File: config.mk
export PLATFORM = sky130hd
export DESIGN_NAME = ipp_regs
export DESIGN_NICKNAME = d
export VERILOG_FILES = /design/src/ipp_pkg.sv /design/src/ipp_regs.sv
export SDC_FILE = /design/constraint.sdc
export NUM_CORES = 1
export LEC_CHECK = 0
export BUFFER_PORTS_ARGS = -buffer_cell sky130_fd_sc_hd__buf_2
export CAP_MARGIN = 20
export CORE_MARGIN = 2
export CORE_UTILIZATION = 52
export CTS_CLUSTER_SIZE = 30
export DETAILED_ROUTE_END_ITERATION = 8
export PLACE_DENSITY = 0.81
export SYNTH_ARGS = -nofsm -noshare
export SYNTH_HDL_FRONTEND = slang
export SYNTH_SLANG_ARGS = --single-unit
File: constraint.sdc
create_clock -name core_clk -period 2.15 [get_ports core_clk]
set_clock_uncertainty 0.05 [all_clocks]
set_input_delay 0 -clock core_clk [delete_from_list [all_inputs] [get_ports core_clk]]
set_output_delay 0 -clock core_clk [all_outputs]
set_load 0.05 [all_outputs]
File: src/ipp_pkg.sv
// Purpose: Shared constants and types for the init status and power profile register bank.
// Assumes: Register access is a simple synchronous read/write port with a 12-bit address and 8-bit data.
// Notes:   The offsets are byte addresses of the control port.
package ipp_pkg;

  localparam int unsigned ADDR_W = 12;
  localparam int unsigned DATA_W = 8;

  // Register offsets.
  localparam logic [11:0] OFS_INIT_PROGRESS_STATUS = 12'h270;
  localparam logic [11:0] OFS_POWER_PROFILE_B      = 12'h29A;
  localparam logic [11:0] OFS_POWER_PROFILE_C      = 12'h29B;
  localparam logic [11:0] OFS_POWER_PROFILE_D      = 12'h29C;

  // Field position of the initialization-complete flag.
  localparam int unsigned INIT_DONE_BIT = 0;

  // Profile codes.
  localparam logic [7:0] CODE_B_LOW  = 8'h06;
  localparam logic [7:0] CODE_B_HIGH = 8'h0F;
  localparam logic [7:0] CODE_C_LOW  = 8'h00;
  localparam logic [7:0] CODE_C_HIGH = 8'h04;
  localparam logic [7:0] CODE_D_LOW  = 8'h14;
  localparam logic [7:0] CODE_D_HIGH = 8'h1B;

  // Reset values.
  localparam logic [7:0] RST_INIT_PROGRESS_STATUS = 8'h00;
  localparam logic [7:0] RST_POWER_PROFILE_B      = CODE_B_HIGH;
  localparam logic [7:0] RST_POWER_PROFILE_C      = CODE_C_HIGH;
  localparam logic [7:0] RST_POWER_PROFILE_D      = CODE_D_HIGH;

  // Length of the internal initialization sequence in core clock cycles.
  localparam int unsigned INIT_CYCLES = 64;

  typedef struct packed {
    logic       wr_en;
    logic       rd_en;
    logic [11:0] addr;
    logic [7:0]  wdata;
  } ipp_req_t;

  typedef struct packed {
    logic [7:0] profile_code_b;
    logic [7:0] profile_code_c;
    logic [7:0] profile_code_d;
  } ipp_profile_t;

  typedef enum logic [1:0] {
    IPP_RESET = 2'b00,
    IPP_INIT  = 2'b01,
    IPP_DONE  = 2'b11
  } ipp_state_t;

endpackage : ipp_pkg

File: src/ipp_regs.sv
// Purpose: Initialization status flag and power profile registers of the converter control port.
// Assumes: Requests are synchronous to core_clk; one request per cycle, read data valid one cycle later.
// Notes:   Software reset restarts the initialization sequence exactly like power-on reset.
//          Every output is flopped, so each one lags the request or state change behind it by one edge.
//          Reserved profile codes are not filtered; a bad code simply reads back as written.
//          The low-power indication is only a summary for the converter; the registers stay the reference.
// Operation
// - Status bit 0 reads 1 after initialization completes, 0 before.
// - Profile register b: low power 0x06, high performance 0x0F, reset 0x0F.
// - Profile register c: low power 0x00, high performance 0x04, reset 0x04.
// - Profile register d: low power 0x14, high performance 0x1B, reset 0x1B.
module ipp_regs #(
  parameter int unsigned INIT_LEN = ipp_pkg::INIT_CYCLES
) (
  // Clock and reset
  input  wire logic                 core_clk,
  input  wire logic                 arst_n,
  input  wire logic                 soft_reset,
  // Register access
  input  wire ipp_pkg::ipp_req_t    req,
  output logic [7:0]                rdata,
  output logic                      rvalid,
  // Status and configuration to the converter
  output logic                      init_done,
  output ipp_pkg::ipp_profile_t     profile,
  output logic                      low_power_sel
);
  import ipp_pkg::*;

  localparam int unsigned CNT_W = $clog2(INIT_LEN + 1);
  localparam logic [CNT_W-1:0] CNT_LAST = CNT_W'(INIT_LEN - 1);

  // Sequencer state.
  ipp_state_t       state_q;
  logic [CNT_W-1:0] cnt_q;
  logic             init_done_q;

  // Register contents.
  logic [7:0]       code_b_q;
  logic [7:0]       code_c_q;
  logic [7:0]       code_d_q;
  ipp_profile_t     profile_cur;
  logic             low_q;

  // Read port.
  logic [7:0]       rdata_q;
  logic             rvalid_q;

  // Decoded write strobes.
  logic             wr_b;
  logic             wr_c;
  logic             wr_d;

  // Offset match, shared by the write strobes and the read multiplexer.
  function automatic logic hit(input logic [11:0] a, input logic [11:0] ofs);
    hit = (a == ofs);
  endfunction : hit

  // Read value of one offset; unmapped offsets and the reserved status bits read zero.
  function automatic logic [7:0] read_value(input logic [11:0] a, input logic flag, input ipp_profile_t p);
    if (hit(a, OFS_INIT_PROGRESS_STATUS)) begin
      read_value = {7'h00, flag};
    end else if (hit(a, OFS_POWER_PROFILE_B)) begin
      read_value = p.profile_code_b;
    end else if (hit(a, OFS_POWER_PROFILE_C)) begin
      read_value = p.profile_code_c;
    end else if (hit(a, OFS_POWER_PROFILE_D)) begin
      read_value = p.profile_code_d;
    end else begin
      read_value = 8'h00;
    end
  endfunction : read_value

  // True when every profile register holds its low-power code.
  function automatic logic all_low(input ipp_profile_t p);
    all_low = (p.profile_code_b == CODE_B_LOW)
              && (p.profile_code_c == CODE_C_LOW)
              && (p.profile_code_d == CODE_D_LOW);
  endfunction : all_low

  // Write strobes. A software reset in the same cycle wins over the write.
  always_comb begin
    wr_b = 1'b0;
    wr_c = 1'b0;
    wr_d = 1'b0;
    if (req.wr_en && !soft_reset) begin
      wr_b = hit(req.addr, OFS_POWER_PROFILE_B);
      wr_c = hit(req.addr, OFS_POWER_PROFILE_C);
      wr_d = hit(req.addr, OFS_POWER_PROFILE_D);
    end
  end

  // Initialization sequencer; a software reset restarts it from the beginning.
  // One edge leaves the reset state, INIT_LEN edges count, and the flag follows one edge later,
  // so the flag rises INIT_LEN + 2 edges after either reset ends.
  // The length is a parameter because the real sequence time is not fixed here;
  // simulation uses a short one. Any stray state code falls back to a fresh start
  // rather than leaving the flag stuck.
  always_ff @(posedge core_clk or negedge arst_n) begin
    if (!arst_n) begin
      state_q <= IPP_RESET;
      cnt_q   <= '0;
    end else if (soft_reset) begin
      state_q <= IPP_RESET;
      cnt_q   <= '0;
    end else begin
      unique case (state_q)
        IPP_RESET: begin
          state_q <= IPP_INIT;
          cnt_q   <= '0;
        end
        IPP_INIT: begin
          if (cnt_q == CNT_LAST) begin
            state_q <= IPP_DONE;
          end else begin
            cnt_q <= cnt_q + 1'b1;
          end
        end
        IPP_DONE: begin
          state_q <= IPP_DONE;
        end
        default: begin
          state_q <= IPP_RESET;
        end
      endcase
    end
  end

  // The flag is a pure function of the sequencer; writes to its offset are dropped.
  // A software reset clears it at the very edge that samples the reset, so a host
  // polling the flag with a status read issued after that edge never reads a stale 1 while the sequence restarts.
  // Nothing but the two resets and the sequencer can move it.
  always_ff @(posedge core_clk or negedge arst_n) begin
    if (!arst_n) begin
      init_done_q <= RST_INIT_PROGRESS_STATUS[INIT_DONE_BIT];
    end else begin
      init_done_q <= (state_q == IPP_DONE) && !soft_reset;
    end
  end

  // Profile register b. Reserved codes are stored as written; checking them is the host's job.
  always_ff @(posedge core_clk or negedge arst_n) begin
    if (!arst_n) begin
      code_b_q <= RST_POWER_PROFILE_B;
    end else if (soft_reset) begin
      code_b_q <= RST_POWER_PROFILE_B;
    end else if (wr_b) begin
      code_b_q <= req.wdata;
    end
  end

  // Profile register c.
  always_ff @(posedge core_clk or negedge arst_n) begin
    if (!arst_n) begin
      code_c_q <= RST_POWER_PROFILE_C;
    end else if (soft_reset) begin
      code_c_q <= RST_POWER_PROFILE_C;
    end else if (wr_c) begin
      code_c_q <= req.wdata;
    end
  end

  // Profile register d.
  always_ff @(posedge core_clk or negedge arst_n) begin
    if (!arst_n) begin
      code_d_q <= RST_POWER_PROFILE_D;
    end else if (soft_reset) begin
      code_d_q <= RST_POWER_PROFILE_D;
    end else if (wr_d) begin
      code_d_q <= req.wdata;
    end
  end

  // The three registers seen as one profile word.
  assign profile_cur = {code_b_q, code_c_q, code_d_q};

  // Low power is reported only when all three registers hold their low codes.
  // The extra flop costs a cycle of lag but keeps the output straight from a register.
  always_ff @(posedge core_clk or negedge arst_n) begin
    if (!arst_n) begin
      low_q <= 1'b0;
    end else begin
      low_q <= all_low(profile_cur);
    end
  end

  // Read answer strobe; it comes exactly one cycle after the request.
  always_ff @(posedge core_clk or negedge arst_n) begin
    if (!arst_n) begin
      rvalid_q <= 1'b0;
    end else begin
      rvalid_q <= req.rd_en;
    end
  end

  // Read data holds between reads, so a late sampler still sees the last answer.
  // A read in the same cycle as a write returns the old value.
  always_ff @(posedge core_clk or negedge arst_n) begin
    if (!arst_n) begin
      rdata_q <= 8'h00;
    end else if (req.rd_en) begin
      rdata_q <= read_value(req.addr, init_done_q, profile_cur);
    end
  end

  assign rdata         = rdata_q;
  assign rvalid        = rvalid_q;
  assign init_done     = init_done_q;
  assign profile       = profile_cur;
  assign low_power_sel = low_q;

endmodule : ipp_regs

==> results.yml <==
synth:
  synth_fp_nets: 241
  synth_flop_cell: "dfrtp_1"
  ys_seq_area_share_pct: 49.55
  avgSynthCellArea_um2: 10.44
  synthCells: 215
  synth_warnings: 0
  async_flop_share_pct: 100.0
  synth_most_common_cell: "dfrtp_1"
  synth.distinct_cells: 46
  synth_edf_count: 0
  netlist_top_cells_area: "dfrtp_1, dfstp_2, mux2i_1"
  ys_ff_latch: 44
  synthesis.area_um2: 2245
  synth_common_cells: "dfrtp_1, nor2_1, inv_1, nand2b_1, mux2i_1"
  netlist.area_leader.share_pct: 39.02
  synth_top_area_cell: "dfrtp_1"
cts:
  numClockSinks: 44
  clkSlewWorstSetupHoldPaths_ns: 0.08
  post_cts_buffers: 0
  clockBufferDepth: 2
  cts_htree_levels: 2
  clkLatencyLatePin_ns: 0.30
  cts_buffers: 5
  cts_tree: "yes"
  clockRootBuffer: "clkbuf_8"
route:
  vias: 1908
  antenna_left: 0
  drt_iter0_drc: 156
  via_per_inst: 5.662
  dr.pass1.iters: 4
  wirelength_mm: 5.409
  route.detailed.drc: 0
  wl_per_cell_um: 16.05
timing:
  slew_viol_final: 0
  fin_setup_tns_ns: 0
  max_freq_ghz: 0.5050
  worstMarginPinSlew_ns: 0.5430
  setup_viol: 0
  relSlewSlack_pct: 63.76
  rsz0062_at_grt: "false"
  fin_crit_sh_pct: 92.10
  hold_viol_final: 0
  fin_crit_ns: 1.980
global_route:
  grt_overflow: 0
  globalRouteMet2Util_pct: 37.61
  antenna_found_initial: 0
  grt_pass1_wl_mm: 8.990
  grt_pass1_vias: 1852
  grt_use_met3_pct: 5.378
  grt_max_degree: 36
  grt_busiest_layer: "met2"
  track_usage_pct: 23.28
  gr-usage-met1_pct: 31.05
setup_path:
  worst_setup_path_start_kind: "flip-flop"
  endpoint_kind: "flip-flop"
  path_class: "flip-flop to flip-flop"
  r2r_setup_slack_ns: 0.17
  critPathRequiredTime_ns: 2.29
  path_max_fanout: 7
  cp_data_arrival_time_ns: 2.12
final_layout:
  syn_to_final_growth_pct: 23.86
  instances_no_fill: 337
  fin_nets: 312
  n_antenna_cell: 0
  fillers: 317
  drive_gt1_share_pct: 32.40
hold_path:
  holdCritPathClass: "input pin to flip-flop"
placement:
  place_inst: 319
  place_congestion: 0.9266
  portBuffers: 59
  hpwlAfterDp_mm: 3.790
status:
  status: "finished, final reports clean"
floorplanning:
  die_h_um: 69.70
  ioPinCount: 60
  dieArea_um2: 4858
  die_width_um: 69.70
  fp.coreArea_um2: 4086
  initial_core_util_pct: 54.93
  rows: 23
power:
  leakage_nw: 1.306
  power.density_nw_per_um2: 536.7
  worst_ir_drop_vdd_mv: 0.3510
run:
  cap_viol_max_count: 0
[placed cells by master, fill, tap and decap left out, types with 2 or more instances in the layout]
master / Yosys / layout
buf_2: 1 / 59
dfrtp_1: 35 / 35
nor2_1: 25 / 25
inv_1: 14 / 14
nand2b_1: 14 / 14
mux2i_1: 13 / 13
dlygate4sd3_1: 0 / 10
nor2b_1: 9 / 9
dfstp_2: 9 / 9
nand2_1: 7 / 7
mux2_2: 7 / 7
a21oi_1: 6 / 6
a22oi_1: 6 / 6
clkbuf_8: 0 / 6
nor4b_1: 5 / 5
o32ai_1: 5 / 5
buf_4: 1 / 5
a211o_1: 4 / 4
o21ai_0: 4 / 4
nand4_1: 3 / 3
nor3_1: 3 / 3
nand3_1: 3 / 3
a31oi_1: 3 / 3
nor4_1: 2 / 2
and4bb_2: 2 / 2
nor3b_1: 2 / 2
a22o_1: 2 / 2
o22ai_1: 2 / 2
or2b_1: 2 / 2
or3_1: 2 / 2
clkbuf_1: 7 / 2
[where the power goes]
| part | internal, mW | switching, mW | leakage, nW |
|---|---|---|---|
| clock | 0.262 | 0.267 | 0.0455 |
| combinational | 0.0544 | 0.0733 | 0.683 |
| sequential | 0.832 | 0.00378 | 0.578 |
| total | 1.15 | 0.344 | 1.31 |
[final cells by class]
class / count / area (um2) / area share (%)
Sequential cell: 44 / 1112 / 40.01
Tap cell: 50 / 62.56 / 2.250
Timing Repair Buffer: 74 / 432.9 / 15.57
Inverter: 14 / 52.55 / 1.890
Clock buffer: 8 / 90.09 / 3.240
Multi-Input combinational cell: 147 / 1030 / 37.04
[per-stage QoR]
step	utilization, %	worst slack, ns	cell area (um2)	hold WS [ns]	total power [mW]
floorplan	-	0.3568	2245	-0.3456	0.9042
global placement	63.38	0.2896	2590	-0.1049	0.9619
detailed placement	63.38	0.1702	2590	-0.1034	0.9640
CTS	68.03	0.1803	2780	0.06613	1.500
global route	68.03	0.09514	2780	0.1102	1.548
finish	68.03	0.1698	2780	0.06490	1.492
[repair_timing]
| item | CTS | global route |
|---|---|---|
| resized for setup | 0 | 0 |
| hold buffers | 10 | 0 |
| endpoints found under the hold margin | 42 | 0 |
[flip-flops by register name, indices dropped and copies added, names as in the netlist, 2 cells and up]
name      count
cnt_q         7
code_b_q      8
code_c_q      8
code_d_q      8
rdata         8
state_q       2
[layer usage]
layer / share of wire [%] / vias up
met1: 44 / 918
li1: - / 909
met3: 5.3 / 12
met5: 0 / -
met2: 49 / 69
met4: 1.7 / 0
[final timing paths]
check	startpoint	end	cells past startpoint
hold reg to reg	rdata[7]	rdata[7]	2
max in group asynchronous	arst_n	code_b_q[0]	3
hold / removal	req[17]	rdata[0]	4
min in group asynchronous	arst_n	rdata[6]	2
setup reg to reg	cnt_q[0]	cnt_q[3]	5
setup / recovery	cnt_q[0]	cnt_q[3]	5
[critical path: stages, from the launching register on]
cell	delay (ns)
dfrtp_1	0.42
ha_1	0.25
and4_1	0.25
and2_1	0.21
or3_1	0.39
a221oi_1	0.31
[kinds of logic (layout without fill, tap and decap cells)]
family,count (synthesis),after routing,share of synthesized area (%)
buf+inv,24,96,4.571
fa+ha+maj,1,1,0.5573
mux,20,20,9.309
flops,44,44,49.55
simple gates,89,89,24.25
compound gates,37,37,11.76
Power figures use the tool's default switching activity.
